### src/i2cd_pkg.sv
/*
 * Constants, types and state record for the two-wire data port,
 * address extension, SMBus and timeout block.
 * Assumes a 40 MHz bus clock and an AXI4-Lite master for software.
 */
// How it works
// Writing data in transmit sends byte MSB first
// Reading data in master receive fetches next byte
// Software switches direction before final data read
// Addressed slave gets same data port behaviour
// Transfer starts only if direction matches access
// Data read returns last received byte only
// First byte after start carries address plus direction
// General call enable bit seven allows general call
// Extension bit six picks 7 or 10 bit
// Bits 2:0 give upper 10-bit address bits
// Fast acknowledge lets software ack current byte
// Bit six enables alert response address match
// Bit five enables second address comparison
// Bit four picks bus clock or bus/64
// Low timeout flag sets, clears by software
// Zero low timeout value disables low detection
// High timeout flag marks bus free, self-clears
// Software ignores high flag at full rate
// Second address register bits 7:1 hold address
// Low timeout value is upper and lower byte
// Low counter runs while SCL low, restarts high
// Timeouts also raise the interrupt pending flag; here only the low timeout does
// Data access in matching direction clears complete
// Second address match sets addressed as slave
package i2cd_pkg;
	// ==========================================================
	// Timing
	localparam int         CLK_HZ   = 40_000_000;
	localparam int         SCL_HZ   = 100_000;
	localparam int         HALF_CYC = CLK_HZ / (2 * SCL_HZ);
	localparam logic [7:0] HALF_M1  = 8'(HALF_CYC - 1);
	localparam logic [5:0] PRE_LAST = 6'h3f;
	// ==========================================================
	// Register byte addresses
	localparam logic [7:0] OFF_DATA = 8'h00;
	localparam logic [7:0] OFF_C2   = 8'h04;
	localparam logic [7:0] OFF_SMB  = 8'h08;
	localparam logic [7:0] OFF_A2   = 8'h0c;
	localparam logic [7:0] OFF_SLTH = 8'h10;
	localparam logic [7:0] OFF_SLTL = 8'h14;
	localparam logic [7:0] OFF_CTRL = 8'h18;
	localparam logic [7:0] OFF_STAT = 8'h1c;
	localparam logic [7:0] OFF_A1   = 8'h20;
	// ==========================================================
	// Field positions
	localparam int C2_GENERAL_CALL_ENABLE = 7;
	localparam int C2_ADDRESS_EXTENSION_BIT = 6;
	localparam int SMB_FAST_ACKNOWLEDGE_ENABLE = 7;
	localparam int SMB_ALRT = 6;
	localparam int SMB_SIIC = 5;
	localparam int SMB_TCK  = 4;
	localparam int SMB_SCL_LOW_TIMEOUT_FLAG = 3;
	localparam int SMB_BUS_FREE_HIGH_TIMEOUT_FLAG = 2;
	localparam int CT_MST   = 5;
	localparam int CT_TX    = 4;
	localparam int CT_ACKNOWLEDGE_CONTROL_BIT  = 3;
	localparam int CT_REPEATED_START_BIT  = 2;
	localparam int ST_TCF   = 7;
	localparam int ST_ADDRESSED_AS_SLAVE_FLAG  = 6;
	localparam int ST_BUSY  = 5;
	localparam int ST_ARBL  = 4;
	localparam int ST_SRW   = 2;
	localparam int ST_IIF   = 1;
	localparam int ST_RXAK  = 0;
	// ==========================================================
	// Fixed addresses and answers
	localparam logic [6:0] GC_ADDR    = 7'h00;
	localparam logic [6:0] ALERT_ADDR = 7'h0c;
	localparam logic [4:0] TEN_HDR    = 5'h1e;
	localparam logic [1:0] RESP_OKAY  = 2'h0;
	localparam logic [1:0] RESP_SLV   = 2'h2;
	// ==========================================================
	// Master sequencer, Gray along idle-start-hold-byte
	typedef enum logic [2:0] {
		MS_IDLE  = 3'h0,
		MS_START = 3'h1,
		MS_HOLD  = 3'h3,
		MS_BYTE  = 3'h2,
		MS_STOP  = 3'h6,
		MS_RSTRT = 3'h7
	} i2cd_ms_t;
	// ==========================================================
	// Whole state of the block
	typedef struct packed {
		logic       aw_ok, w_ok, w_s, bvalid, rvalid;
		logic [7:0] aw_a, w_d, rdata;
		logic [1:0] bresp, rresp;
		logic [7:0] rx_data, c2;
		logic [3:0] smb;
		logic       scl_low_timeout_flag, bus_free_high_timeout_flag;
		logic [6:0] a1, a2;
		logic [15:0] slt;
		logic       master_select_bit, tx, acknowledge_control_bit, repeated_start_bit;
		logic       transfer_complete_flag, addressed_as_slave_flag, busy, arbl, srw, iif, rxak;
		logic [2:0] scl_q, sda_q;
		logic       scl_f, sda_f;
		i2cd_ms_t   ms;
		logic [7:0] div;
		logic       scl_lo, sda_lo, act, d_tx, ack_v, ack_w;
		logic       addr_b, first, slv;
		logic [3:0] cnt;
		logic [7:0] sh;
		logic [5:0] pre;
		logic [15:0] lo_cnt, hi_cnt;
	} i2cd_st_t;
endpackage

### src/i2cd_top.sv
/*
 * Two-wire data port with address extension, SMBus address match
 * and SCL low / bus-free timeouts, behind an AXI4-Lite slave.
 * Assumes open-drain SCL/SDA with pull-ups resolved outside, and
 * one 40 MHz clock with synchronous active-low reset.
 */
module i2cd_top (
	// Clock and reset
	input  wire logic        aclk,
	input  wire logic        aresetn,
	// AXI4-Lite write
	input  wire logic [31:0] awaddr,
	input  wire logic        awvalid,
	output logic             awready,
	input  wire logic [31:0] wdata,
	input  wire logic [3:0]  wstrb,
	input  wire logic        wvalid,
	output logic             wready,
	output logic [1:0]       bresp,
	output logic             bvalid,
	input  wire logic        bready,
	// AXI4-Lite read
	input  wire logic [31:0] araddr,
	input  wire logic        arvalid,
	output logic             arready,
	output logic [31:0]      rdata,
	output logic [1:0]       rresp,
	output logic             rvalid,
	input  wire logic        rready,
	// Two-wire pins, enable low while pulling low
	input  wire logic        scl_in,
	output logic             scl_out,
	output logic             scl_oen,
	input  wire logic        sda_in,
	output logic             sda_out,
	output logic             sda_oen
);
	i2cd_pkg::i2cd_st_t q_r, q_nxt;
	logic       aw_hs, w_hs, ar_hs, wr, we, rd_data, tick, tick_to;
	logic       scl_rise, scl_fall, start_c, stop_c, hit;
	logic       idle_b, host_ok, go_tx, go_rx, mst_on;
	logic [7:0] wd, ra;

	// ==========================================================
	// Handshakes; one write and one read in flight at most.
	assign awready = !q_r.aw_ok && !q_r.bvalid;
	assign wready  = !q_r.w_ok && !q_r.bvalid;
	assign arready = !q_r.rvalid;
	assign aw_hs   = awvalid && awready;
	assign w_hs    = wvalid && wready;
	assign ar_hs   = arvalid && arready;
	assign wr      = q_r.aw_ok && q_r.w_ok;
	assign we      = wr && q_r.w_s;
	assign wd      = q_r.w_d;
	assign ra      = araddr[7:0];
	assign rd_data = ar_hs && (ra == i2cd_pkg::OFF_DATA);

	// Outputs straight from the state record; scl_out and sda_out are tied low.
	assign bvalid  = q_r.bvalid;
	assign bresp   = q_r.bresp;
	assign rvalid  = q_r.rvalid;
	assign rresp   = q_r.rresp;
	assign rdata   = {24'h00_0000, q_r.rdata};
	assign scl_out = 1'b0;
	assign sda_out = 1'b0;
	assign scl_oen = !q_r.scl_lo;
	assign sda_oen = !q_r.sda_lo;

	// ==========================================================
	// Line events, taken only once the last two stages agree.
	assign scl_rise = (q_r.scl_q[1] == q_r.scl_q[2]) && q_r.scl_q[2] && !q_r.scl_f;
	assign scl_fall = (q_r.scl_q[1] == q_r.scl_q[2]) && !q_r.scl_q[2] && q_r.scl_f;
	assign start_c  = q_r.scl_f && q_r.sda_f && (q_r.sda_q[1] == q_r.sda_q[2])
		&& !q_r.sda_q[2] && q_r.scl_q[2];
	assign stop_c   = q_r.scl_f && !q_r.sda_f && (q_r.sda_q[1] == q_r.sda_q[2])
		&& q_r.sda_q[2] && q_r.scl_q[2];

	// Half-period pacing and the timeout counter rate.
	assign tick    = (q_r.div == i2cd_pkg::HALF_M1);
	assign tick_to = q_r.smb[i2cd_pkg::SMB_TCK - 4] || (q_r.pre == i2cd_pkg::PRE_LAST);
	assign mst_on  = (q_r.ms != i2cd_pkg::MS_IDLE);

	// Software may start a byte only between bytes.
	assign idle_b  = !q_r.act && !q_r.ack_w;
	assign host_ok = (q_r.ms == i2cd_pkg::MS_HOLD) || q_r.slv;
	assign go_tx   = we && (q_r.aw_a == i2cd_pkg::OFF_DATA) && q_r.tx && idle_b && host_ok;
	assign go_rx   = rd_data && !q_r.tx && idle_b && host_ok;

	// Calling address match on the received address byte.
	always_comb begin
		hit = 1'b0;
		if (!q_r.c2[i2cd_pkg::C2_ADDRESS_EXTENSION_BIT]) begin
			hit = (q_r.sh[7:1] == q_r.a1);
		end else begin
			hit = (q_r.sh[7:3] == i2cd_pkg::TEN_HDR) && (q_r.sh[2:1] == q_r.c2[1:0]);
		end
		if (q_r.c2[i2cd_pkg::C2_GENERAL_CALL_ENABLE] && (q_r.sh[7:1] == i2cd_pkg::GC_ADDR)) begin
			hit = 1'b1;
		end
		if (q_r.smb[i2cd_pkg::SMB_ALRT - 4] && (q_r.sh[7:1] == i2cd_pkg::ALERT_ADDR)) begin
			hit = 1'b1;
		end
		if (q_r.smb[i2cd_pkg::SMB_SIIC - 4] && (q_r.sh[7:1] == q_r.a2)) begin
			hit = 1'b1;
		end
	end

	// ==========================================================
	// Next state: bus, software effects, then hardware sets so
	// that an event in the clearing cycle is kept.
	always_comb begin
		q_nxt = q_r;
		// Three-stage synchronisers.
		q_nxt.scl_q = {q_r.scl_q[1:0], scl_in};
		q_nxt.sda_q = {q_r.sda_q[1:0], sda_in};
		if (q_r.scl_q[1] == q_r.scl_q[2]) begin
			q_nxt.scl_f = q_r.scl_q[2];
		end
		if (q_r.sda_q[1] == q_r.sda_q[2]) begin
			q_nxt.sda_f = q_r.sda_q[2];
		end
		q_nxt.div = tick ? 8'h00 : q_r.div + 8'h01;
		q_nxt.pre = q_r.pre + 6'h01;

		// Bus slave: latch address and data, answer when both held.
		if (aw_hs) begin
			q_nxt.aw_ok = 1'b1;
			q_nxt.aw_a  = awaddr[7:0];
		end
		if (w_hs) begin
			q_nxt.w_ok = 1'b1;
			q_nxt.w_d  = wdata[7:0];
			q_nxt.w_s  = wstrb[0];
		end
		if (wr) begin
			q_nxt.aw_ok  = 1'b0;
			q_nxt.w_ok   = 1'b0;
			q_nxt.bvalid = 1'b1;
			q_nxt.bresp  = (q_r.aw_a > i2cd_pkg::OFF_A1 || q_r.aw_a[1:0] != 2'h0)
				? i2cd_pkg::RESP_SLV : i2cd_pkg::RESP_OKAY;
		end else if (q_r.bvalid && bready) begin
			q_nxt.bvalid = 1'b0;
		end
		if (ar_hs) begin
			q_nxt.rvalid = 1'b1;
			q_nxt.rresp  = i2cd_pkg::RESP_OKAY;
			case (ra)
				i2cd_pkg::OFF_DATA: q_nxt.rdata = q_r.rx_data;
				i2cd_pkg::OFF_C2:   q_nxt.rdata = {q_r.c2[7:6], 3'h0, q_r.c2[2:0]};
				i2cd_pkg::OFF_SMB:  q_nxt.rdata = {q_r.smb, q_r.scl_low_timeout_flag, q_r.bus_free_high_timeout_flag, 2'h0};
				i2cd_pkg::OFF_A2:   q_nxt.rdata = {q_r.a2, 1'b0};
				i2cd_pkg::OFF_SLTH: q_nxt.rdata = q_r.slt[15:8];
				i2cd_pkg::OFF_SLTL: q_nxt.rdata = q_r.slt[7:0];
				i2cd_pkg::OFF_CTRL: q_nxt.rdata = {2'h0, q_r.master_select_bit, q_r.tx, q_r.acknowledge_control_bit, q_r.repeated_start_bit, 2'h0};
				i2cd_pkg::OFF_STAT: q_nxt.rdata = {q_r.transfer_complete_flag, q_r.addressed_as_slave_flag, q_r.busy, q_r.arbl,
					1'b0, q_r.srw, q_r.iif, q_r.rxak};
				i2cd_pkg::OFF_A1:   q_nxt.rdata = {q_r.a1, 1'b0};
				default: begin
					q_nxt.rdata = 8'h00;
					q_nxt.rresp = i2cd_pkg::RESP_SLV;
				end
			endcase
		end else if (q_r.rvalid && rready) begin
			q_nxt.rvalid = 1'b0;
		end

		// Register writes and their side effects.
		if (we) begin
			case (q_r.aw_a)
				i2cd_pkg::OFF_C2:   q_nxt.c2 = {wd[7:6], 3'h0, wd[2:0]};
				i2cd_pkg::OFF_SMB: begin
					q_nxt.smb = wd[7:4];
					if (wd[i2cd_pkg::SMB_SCL_LOW_TIMEOUT_FLAG]) begin
						q_nxt.scl_low_timeout_flag = 1'b0;
					end
				end
				i2cd_pkg::OFF_A2:   q_nxt.a2 = wd[7:1];
				i2cd_pkg::OFF_SLTH: q_nxt.slt[15:8] = wd;
				i2cd_pkg::OFF_SLTL: q_nxt.slt[7:0] = wd;
				i2cd_pkg::OFF_A1:   q_nxt.a1 = wd[7:1];
				i2cd_pkg::OFF_CTRL: begin
					q_nxt.master_select_bit  = wd[i2cd_pkg::CT_MST];
					q_nxt.tx   = wd[i2cd_pkg::CT_TX];
					q_nxt.acknowledge_control_bit = wd[i2cd_pkg::CT_ACKNOWLEDGE_CONTROL_BIT];
					q_nxt.repeated_start_bit = wd[i2cd_pkg::CT_REPEATED_START_BIT];
					q_nxt.addressed_as_slave_flag = 1'b0;
					// A waiting fast acknowledge goes out now.
					if (q_r.ack_w) begin
						q_nxt.ack_w  = 1'b0;
						q_nxt.sda_lo = !wd[i2cd_pkg::CT_ACKNOWLEDGE_CONTROL_BIT];
						if (!mst_on) begin
							q_nxt.scl_lo = 1'b0;
						end
					end
				end
				i2cd_pkg::OFF_STAT: begin
					if (wd[i2cd_pkg::ST_ARBL]) begin
						q_nxt.arbl = 1'b0;
					end
					if (wd[i2cd_pkg::ST_IIF]) begin
						q_nxt.iif  = 1'b0;
						q_nxt.scl_low_timeout_flag = 1'b0;
					end
				end
				default: q_nxt.repeated_start_bit = q_r.repeated_start_bit;
			endcase
		end

		// Software starts a byte; writes never reach rx_data.
		if (go_tx || go_rx) begin
			q_nxt.act    = 1'b1;
			q_nxt.cnt    = 4'h0;
			q_nxt.transfer_complete_flag    = 1'b0;
			q_nxt.d_tx   = go_tx;
			q_nxt.ack_v  = q_r.acknowledge_control_bit;
			q_nxt.addr_b = q_r.first;
			q_nxt.first  = 1'b0;
			q_nxt.sh     = go_tx ? wd : 8'h00;
			q_nxt.sda_lo = go_tx && !wd[7];
			if (mst_on) begin
				q_nxt.ms = i2cd_pkg::MS_BYTE;
			end else begin
				q_nxt.scl_lo = 1'b0;
			end
		end

		// Bus start and stop seen by everybody.
		if (start_c) begin
			q_nxt.busy = 1'b1;
			if (!mst_on) begin
				q_nxt.act    = 1'b1;
				q_nxt.cnt    = 4'h0;
				q_nxt.d_tx   = 1'b0;
				q_nxt.addr_b = 1'b1;
				q_nxt.slv    = 1'b0;
			end
		end
		if (stop_c) begin
			q_nxt.busy = 1'b0;
			q_nxt.slv  = 1'b0;
			if (!mst_on) begin
				q_nxt.act    = 1'b0;
				q_nxt.sda_lo = 1'b0;
				q_nxt.scl_lo = 1'b0;
			end
		end

		// Bit engine: sample on SCL rise, drive on SCL fall.
		if (q_r.act && scl_rise) begin
			if (q_r.cnt[3]) begin
				q_nxt.rxak = q_r.sda_f;
			end else if (!q_r.d_tx) begin
				q_nxt.sh = {q_r.sh[6:0], q_r.sda_f};
			end else if (mst_on && !q_r.sda_lo && !q_r.sda_f) begin
				// Someone else holds SDA low: give the bus up.
				q_nxt.arbl   = 1'b1;
				q_nxt.iif    = 1'b1;
				q_nxt.master_select_bit    = 1'b0;
				q_nxt.ms     = i2cd_pkg::MS_IDLE;
				q_nxt.act    = 1'b0;
				q_nxt.scl_lo = 1'b0;
				q_nxt.sda_lo = 1'b0;
			end
		end
		if (q_r.act && scl_fall) begin
			if (q_r.cnt < 4'h7) begin
				q_nxt.cnt = q_r.cnt + 4'h1;
				if (q_r.d_tx) begin
					q_nxt.sh     = {q_r.sh[6:0], 1'b0};
					q_nxt.sda_lo = !q_r.sh[6];
				end
			end else if (q_r.cnt == 4'h7) begin
				q_nxt.cnt    = 4'h8;
				q_nxt.sda_lo = 1'b0;
				if (!q_r.d_tx && !mst_on && q_r.addr_b) begin
					if (hit) begin
						q_nxt.slv    = 1'b1;
						q_nxt.addressed_as_slave_flag   = 1'b1;
						q_nxt.srw    = q_r.sh[0];
						q_nxt.iif    = 1'b1;
						q_nxt.sda_lo = 1'b1;
						q_nxt.rx_data = q_r.sh;
					end else begin
						q_nxt.act = 1'b0;
					end
				end else if (!q_r.d_tx && q_r.smb[i2cd_pkg::SMB_FAST_ACKNOWLEDGE_ENABLE - 4] && !q_r.addr_b) begin
					// Hold SCL low until software chooses ACK or NACK.
					q_nxt.ack_w   = 1'b1;
					q_nxt.iif     = 1'b1;
					q_nxt.rx_data = q_r.sh;
					q_nxt.scl_lo  = 1'b1;
				end else if (!q_r.d_tx) begin
					q_nxt.sda_lo = !q_r.ack_v;
				end
			end else begin
				q_nxt.act    = 1'b0;
				q_nxt.sda_lo = 1'b0;
				q_nxt.transfer_complete_flag    = 1'b1;
				q_nxt.iif    = 1'b1;
				if (!q_r.d_tx) begin
					q_nxt.rx_data = q_r.sh;
				end
				// A slave stretches SCL until software acts, unless the byte it sent was NACKed.
				if (!mst_on) begin
					q_nxt.scl_lo = 1'b1;
					if (q_r.d_tx && q_r.rxak) begin
						q_nxt.slv    = 1'b0;
						q_nxt.scl_lo = 1'b0;
					end
				end
			end
		end

		// Master sequencer, paced by the half-period tick.
		case (q_r.ms)
			i2cd_pkg::MS_IDLE: begin
				if (q_r.master_select_bit && !q_r.busy && tick) begin
					q_nxt.sda_lo = 1'b1;
					q_nxt.ms     = i2cd_pkg::MS_START;
				end
			end
			i2cd_pkg::MS_START: begin
				if (tick) begin
					q_nxt.scl_lo = 1'b1;
					q_nxt.first  = 1'b1;
					q_nxt.repeated_start_bit   = 1'b0;
					q_nxt.ms     = i2cd_pkg::MS_HOLD;
				end
			end
			i2cd_pkg::MS_HOLD: begin
				if (!q_r.master_select_bit) begin
					q_nxt.sda_lo = 1'b1;
					q_nxt.ms     = i2cd_pkg::MS_STOP;
				end else if (q_r.repeated_start_bit) begin
					q_nxt.sda_lo = 1'b0;
					q_nxt.ms     = i2cd_pkg::MS_RSTRT;
				end
			end
			i2cd_pkg::MS_BYTE: begin
				if (!q_r.act) begin
					q_nxt.scl_lo = 1'b1;
					q_nxt.ms     = i2cd_pkg::MS_HOLD;
				end else if (tick && !q_r.ack_w) begin
					q_nxt.scl_lo = !q_r.scl_lo;
				end
			end
			i2cd_pkg::MS_STOP: begin
				if (tick && q_r.scl_lo) begin
					q_nxt.scl_lo = 1'b0;
				end else if (tick) begin
					q_nxt.sda_lo = 1'b0;
					q_nxt.ms     = i2cd_pkg::MS_IDLE;
				end
			end
			i2cd_pkg::MS_RSTRT: begin
				if (tick && q_r.scl_lo) begin
					q_nxt.scl_lo = 1'b0;
				end else if (tick) begin
					q_nxt.sda_lo = 1'b1;
					q_nxt.ms     = i2cd_pkg::MS_START;
				end
			end
			default: q_nxt.ms = i2cd_pkg::MS_IDLE;
		endcase

		// Low timeout: counts while SCL low, off when value is zero.
		if (q_r.slt == 16'h0000 || q_r.scl_f) begin
			q_nxt.lo_cnt = 16'h0000;
		end else if (tick_to && q_r.lo_cnt != q_r.slt) begin
			q_nxt.lo_cnt = q_r.lo_cnt + 16'h0001;
			if (q_r.lo_cnt + 16'h0001 == q_r.slt) begin
				q_nxt.scl_low_timeout_flag = 1'b1;
				q_nxt.iif  = 1'b1;
			end
		end
		// Bus-free detect: both lines high beyond value/512 ticks.
		if (!(q_r.scl_f && q_r.sda_f)) begin
			q_nxt.hi_cnt = 16'h0000;
		end else if (tick_to && q_r.hi_cnt != 16'hffff) begin
			q_nxt.hi_cnt = q_r.hi_cnt + 16'h0001;
		end
		q_nxt.bus_free_high_timeout_flag = q_r.scl_f && q_r.sda_f && (q_r.hi_cnt > {9'h000, q_r.slt[15:9]});
	end

	// ==========================================================
	// The only register stage; reset loads constants only.
	always_ff @(posedge aclk) begin
		if (!aresetn) begin
			q_r       <= '0;
			q_r.scl_q <= 3'h7;
			q_r.sda_q <= 3'h7;
			q_r.scl_f <= 1'b1;
			q_r.sda_f <= 1'b1;
		end else begin
			q_r <= q_nxt;
		end
	end
endmodule

### config.mk
export PLATFORM = sky130hd
export DESIGN_NAME = i2cd_top
export DESIGN_NICKNAME = d
export VERILOG_FILES = /design/src/i2cd_pkg.sv /design/src/i2cd_top.sv
export SDC_FILE = /design/constraint.sdc
export NUM_CORES = 1
export LEC_CHECK = 0
export BUFFER_PORTS_ARGS = -buffer_cell sky130_fd_sc_hd__buf_2
export CAP_MARGIN = 10
export CORE_MARGIN = 8
export CORE_UTILIZATION = 40
export DETAILED_ROUTE_END_ITERATION = 6
export GPL_TIMING_DRIVEN = 0
export PLACE_DENSITY = 0.64
export SLEW_MARGIN = 20
export SYNTH_ARGS = -nofsm -noshare
export SYNTH_HDL_FRONTEND = slang
export SYNTH_SLANG_ARGS = --single-unit
### constraint.sdc
create_clock -name aclk -period 2.9 [get_ports aclk]
set_clock_uncertainty 0.15 [all_clocks]
set_input_delay 0.58 -clock aclk [delete_from_list [all_inputs] [get_ports aclk]]
set_output_delay 0.58 -clock aclk [all_outputs]
set_load 0.05 [all_outputs]
# Yosys cells after proc, flatten, opt, wreduce, memory -nomap -nowiden
# Index checks and enable logic that the tools add are counted.
[totals]
reg_bits = 171
input_bits = 109
word_cells = 355
[classes]
addsub = 5
n_lt_le_gt_ge = 3
eq_ne = 37
muxes = 155
n_bitwise = 2
reduce_logical = 103
[op_table]
columns = ["op", "count"]
rows = [
  ["$mux W1", 95],
  ["$mux W8", 11],
  ["$mux W3", 24],
  ["$pmux W8 S9", 1],
  ["$eq A8 B5 Y1 const B", 8],
  ["$logic_and A1 B1 Y1", 51],
  ["$add A16 B1 Y16 const B", 2],
  ["$eq A8 B4 Y1 const B", 4],
  ["$mux W2", 12],
  ["$logic_not A1 Y1", 21],
  ["$pmux W3 S6", 1],
  ["$reduce_and A2 Y1", 9],
  ["$eq A16 B16 Y1", 1],
  ["$eq A8 B3 Y1 const B", 2],
  ["$eq A8 B6 Y1 const B", 2],
  ["$gt A16 B7 Y1", 1],
  ["$logic_not A16 Y1", 1],
  ["$logic_not A8 Y1", 2],
  ["$ne A16 B16 Y1", 1],
  ["$ne A16 B16 Y1 const B", 1],
  ["$mux W5", 3],
  ["$eq A7 B7 Y1", 2],
  ["$mux W13", 1],
  ["$mux W12", 1],
  ["31 further kinds", 48],
]

# Longest topological paths before layout
[depth]
word_depth = 24
mapped_depth = 11
depth_no_buf = 9

# Worst setup path after synthesis
# OpenSTA, ideal clock, no wires.
[synth_timing]
kind = "input to register"
startpoint = "in araddr[4]"
endpoint = "reg q_r[39] (netlist name)"
setup_ps = 131
arrival_ps = 2186
path_slack_ps = 433
cell_stages = 8
cell_sequence = "or4_1 -> clkbuf_1 -> nor2_4 -> nand2_1 -> a21o_1 -> clkbuf_1 -> a22oi_1 -> a21oi_1"
[synth_via]
elab_chain_len = 13
[synth_lines]
columns = ["item", "line", "source"]
rows = [
  ["start, declared", "i2cd_top.sv:23", "input wire logic [31:0] araddr,"],
  ["$logic_not A8 Y1 (*)", "i2cd_top.sv:56", "assign rd_data = ar_hs && (ra == i2cd_pkg::OFF_DATA);"],
  ["$logic_and A1 B1 Y1 (*)", "i2cd_top.sv:56", ""],
  ["$logic_and A1 B1 Y1 (*) (3 in series)", "i2cd_top.sv:87", "assign go_rx = rd_data && !q_r.tx && idle_b && host_ok;"],
  ["$logic_or A1 B1 Y1 (*)", "i2cd_top.sv:210", "if (go_tx || go_rx) begin"],
  ["$mux W12 (*)", "i2cd_top.sv:210", ""],
  ["$mux W8", "i2cd_top.sv:252", "end else if (!q_r.d_tx) begin"],
  ["$mux W8", "i2cd_top.sv:250", "if (q_r.cnt[3]) begin"],
  ["$mux W8 (*)", "i2cd_top.sv:249", "if (q_r.act && scl_rise) begin"],
  ["$mux W8", "i2cd_top.sv:268", "if (q_r.d_tx) begin"],
  ["$mux W8", "i2cd_top.sv:266", "if (q_r.cnt < 4'h7) begin"],
  ["$mux W13 (*)", "i2cd_top.sv:265", "if (q_r.act && scl_fall) begin"],
  ["end signal, assigned", "i2cd_top.sv:395", "q_r <= q_nxt;"],
  ["end, declared", "i2cd_top.sv:38", "i2cd_pkg::i2cd_st_t q_r, q_nxt;"],
]
# Mark *: on every way between the ends. The rest lies on a longest branch, timed or not.
# A chain may end at the register's enable or synchronous reset.

# Worst setup path in the final report
[layout_timing]
startpoint = "reg q_r[41] (netlist name)"
endpoint = "reg q_r[136] (netlist name)"
[layout_via]
elab_chain_len = 8
word_cells_on_any_way = 20
cone_classes = "eq/ne (5); mux (9); reduce/logical (6)"
[layout_lines]
columns = ["item", "line", "source"]
rows = [
  ["$eq A5 B5 Y1", "i2cd_top.sv:95", "hit = (q_r.sh[7:3] == i2cd_pkg::TEN_HDR) && (q_r.sh[2:1] == q_r.c2[1:0]);"],
  ["$logic_and A1 B1 Y1", "i2cd_top.sv:95", ""],
  ["$mux W1", "i2cd_top.sv:92", "if (!q_r.c2[i2cd_pkg::C2_ADDRESS_EXTENSION_BIT]) begin"],
  ["$mux W1", "i2cd_top.sv:97", "if (q_r.c2[i2cd_pkg::C2_GENERAL_CALL_ENABLE] && (q_r.sh[7:1] == i2cd_pkg::GC_ADDR)) begin"],
  ["$mux W1", "i2cd_top.sv:100", "if (q_r.smb[i2cd_pkg::SMB_ALRT - 4] && (q_r.sh[7:1] == i2cd_pkg::ALERT_ADDR)) begin"],
  ["$mux W1", "i2cd_top.sv:103", "if (q_r.smb[i2cd_pkg::SMB_SIIC - 4] && (q_r.sh[7:1] == q_r.a2)) begin"],
  ["$ne A3 B3 Y1 (no source line)", "n/a", ""],
  ["$reduce_and A5 Y1 (no source line)", "n/a", ""],
]
# Parallel ways exist; a longest one is shown, timed or not. The select of a mux whose other input is x is not followed.

==> flow_summary_export.csv <==
group,metric,value,unit
routing,route.detailed.drc,0,
sta,setup_tns,0,ps
synthesis,post-synth-top-area-cell,"dfxtp_1",
synthesis,synth.avg_cell_area,8.39,um2
setup_path,setup.worst_path.class,"reg -> reg",
grt,grtUsageTotal,0.185,
cells_and_area,final_layout_size_suffix_gt1_frac,0.118,
synthesis,synth_edf_count,0,
hold_path,min_delay_path_depth,2,
routing,post_drt_via_cell_ratio,5.47,
placed_design,hpwl,18.9,mm
cells_and_area,final_common_cell,"dfxtp_1",
synthesis,yosys-top-cells-area,"dfxtp_1, mux2i_1, nand2_1, xor2_1, buf_4",
grt,grt_overflow_total,0,
synthesis,seq_area_frac_synth,0.371,
setup_path,worstSetupStartpointType,"flip-flop",
floorplan,die_w,167,um
setup_path,r2r_setup_slack,120,ps
grt,grt_pass1_wl,41.6,mm
synthesis,post_synth_num_cell_types,71,
setup_path,cp_num_buf_inv,1,
setup_path,r2r-start,"q_r[41]$_SDFF_PN0_",
floorplan,fp.dieH,167,um
routing,vias,8086,
synthesis,ys_ff_latch,169,
placed_design,place_ws,-142,ps
clocking,clkTransAtPathRegs,70,ps
power_and_ir_drop,p_per_area,484,nW/um2
power_and_ir_drop,p_total,5.02,mW
placed_design,postPlaceCellArea,9810,um2
clocking,cts.sinks,169,
routing,wire_per_inst,17.6,um
placed_design,gp_congestion,0.939,
setup_path,crit_cells,8,
routing,wl,26.0,mm
cells_and_area,areaGrowthSynthToFinish,13.8,%
grt,met2_usage,0.286,
sta,worst_slack,124,ps
floorplan,dieArea,27900,um2
synthesis,syn_area,9110,um2
floorplan,pin_count,154,
grt,antenna_found_initial,0,
setup_path,worstSetupEndpointType,"flip-flop",
floorplan,placementRows,55,
sta,relSlewSlack,0.384,
cells_and_area,final_cell_area,10400,um2
clocking,root_buffer,"clkbuf_16",
setup_path,crit_end,"q_r[136]$_SDFFE_PN0P_",
clocking,cts_tree,"built",
setup_path,critPathSlowestCell,"o31ai_4",
floorplan,start_util,0.405,
clocking,post_cts_buffers,0,
clocking,insertion_delay,430,ps
cells_and_area,nNetsFinal,1303,
setup_path,arrival,2940,ps
sta,fin_hold_ws,171,ps
placed_design,io_buffers,49,
grt,grtUsageMet1,0.253,
grt,grt_max_degree,17,
routing,first_pass_iters,6,
clocking,htree_num_levels,4,
synthesis,async_reset_ff_frac,0,
setup_path,r2r_cells,8,
cells_and_area,layout_common_cells,"dfxtp_1, nand2_1, nor2_1",
grt,grt_pass1_vias,7615,
sta,rsz0062_at_grt,"false",
sta,period_share,0.957,
grt,grt_most_used_layer,"met2",
cells_and_area,final_util,0.461,
setup_path,worstSetupStartpoint,"q_r[41]$_SDFF_PN0_",
sta,hold_viol_final,0,
sta,worst_pin_slew,915,ps
run,maxCapViolCount,0,
clocking,cts_buffers,17,
routing,drt_iter0_drc,605,
routing,antenna_left,0,
setup_path,max_stage_delay,650,ps
clocking,cts_max_path_buffers,2,
setup_path,crit_path_frequent_cell,"a31oi_1",
sta,slew_viol_final,0,
synthesis,synthCells,1086,
setup_path,rr_endpoint,"q_r[136]$_SDFFE_PN0P_",
synthesis,ys_warn_count,0,
sta,max_freq,0.360,GHz
grt,use_met3,0.0390,
setup_path,crit_required,3060,ps
sta,fin_crit,2780,ps
synthesis,yosys.area.top_type_share,0.371,
cells_and_area,instances_no_fill,1477,
run_status,status,"finished, final reports clean",
setup_path,crit_chain,"clkbuf_1 -> or3b_2 -> a211oi_1 -> a31oi_1 -> a31oi_1 -> o31ai_4 -> mux2i_1 -> nor2b_1",
floorplan,fp.coreArea,22500,um2
placed_design,numPlacedInstances,1447,
sta,setup_viol,0,
synthesis,synthFlopType,"dfxtp_1",
setup_path,cp_top_family,"compound AO/OA/AOI/OAI gates",
setup_path,cp_max_fo,8,
power_and_ir_drop,vdd_ir_drop_max,0.000318,V
cells_and_area,insertedDiodeCount,0,
power_and_ir_drop,p_leak,4.10,nW
hold_path,hp-class,"in -> reg",
[Yosys cell counts, types with 5 or more instances]
cell,count
a21oi_1,37
buf_4,43
a222oi_1,9
dfxtp_1,169
and2_1,16
xor2_1,41
nand3_1,62
ha_1,14
nor2_1,71
a22oi_1,21
xnor2_1,33
inv_1,24
nand2_1,116
nand2b_1,18
nor3_1,21
o21ai_0,35
o21a_1,5
nor3b_1,5
mux2i_1,49
a21boi_0,41
nor2b_1,51
or3_1,6
nor4_1,19
nand4_1,18
a31oi_1,9
clkbuf_1,55
and3_1,12
or4_1,9
[worst min-delay path by stage]
stage / from / to
finish: scl_in / q_nxt[76]$_SDFF_PN1_
detailed placement: q_nxt[76]$_SDFF_PN1_ / q_nxt[77]$_SDFF_PN1_
global route: scl_in / q_nxt[76]$_SDFF_PN1_
floorplan: q_nxt[73]$_SDFF_PN1_ / q_nxt[74]$_SDFF_PN1_
global placement: q_nxt[73]$_SDFF_PN1_ / q_nxt[74]$_SDFF_PN1_
CTS: scl_in / q_nxt[76]$_SDFF_PN1_
[state kept, by name, indices dropped and copies added, names as in the netlist]
register  flops
q_r         145
rdata         8
wd            8
q_nxt         4
bresp         1
bvalid        1
rresp         1
rvalid        1
[power breakdown]
group          switching, mW  leakage [nW]  internal [mW]
clock network          0.939         0.257           1.29
registers             0.0286          1.37           2.36
logic                  0.282          2.48          0.123
total                   1.25          4.10           3.77
[timing repair]
| action | in CTS | in global routing |
|---|---|---|
| hold buffers | 0 | 0 |
| setup endpoints to repair | 0 | 5 |
| gates resized for setup | 0 | 1 |
[kinds of logic (layout without fill, tap and decap cells)]
family | count (synthesis) | count (layout) | synth area share
adder cells (fa/ha/maj) | 14 | 14 | 0.0192
other | 1 | 28 | 0.000412
XOR/XNOR | 74 | 74 | 0.0711
AO/OA/AOI/OAI | 203 | 203 | 0.157
AND/OR/NAND/NOR | 448 | 448 | 0.255
buffers and inverters | 127 | 206 | 0.0714
flip-flops | 169 | 169 | 0.371
multiplexers | 50 | 50 | 0.0551
[cell type report]
cell class                 instances  area, um2
multi-input combinational        817       5180
timing repair buffer              49        245
tap                              285        357
inverter                          24       90.1
fill                            2224      12100
clock inverter                     7       95.1
buffer                           102        557
clock buffer                      24        462
sequential                       169       3380
[per-layer routing]
metal / up-vias / wire length, um
met5: - / 0
met4: 0 / 400
met3: 34 / 2030
met2: 311 / 11400
met1: 3779 / 12200
li1: 3962 / -
No activity file was read; power rests on OpenSTA's default activity.
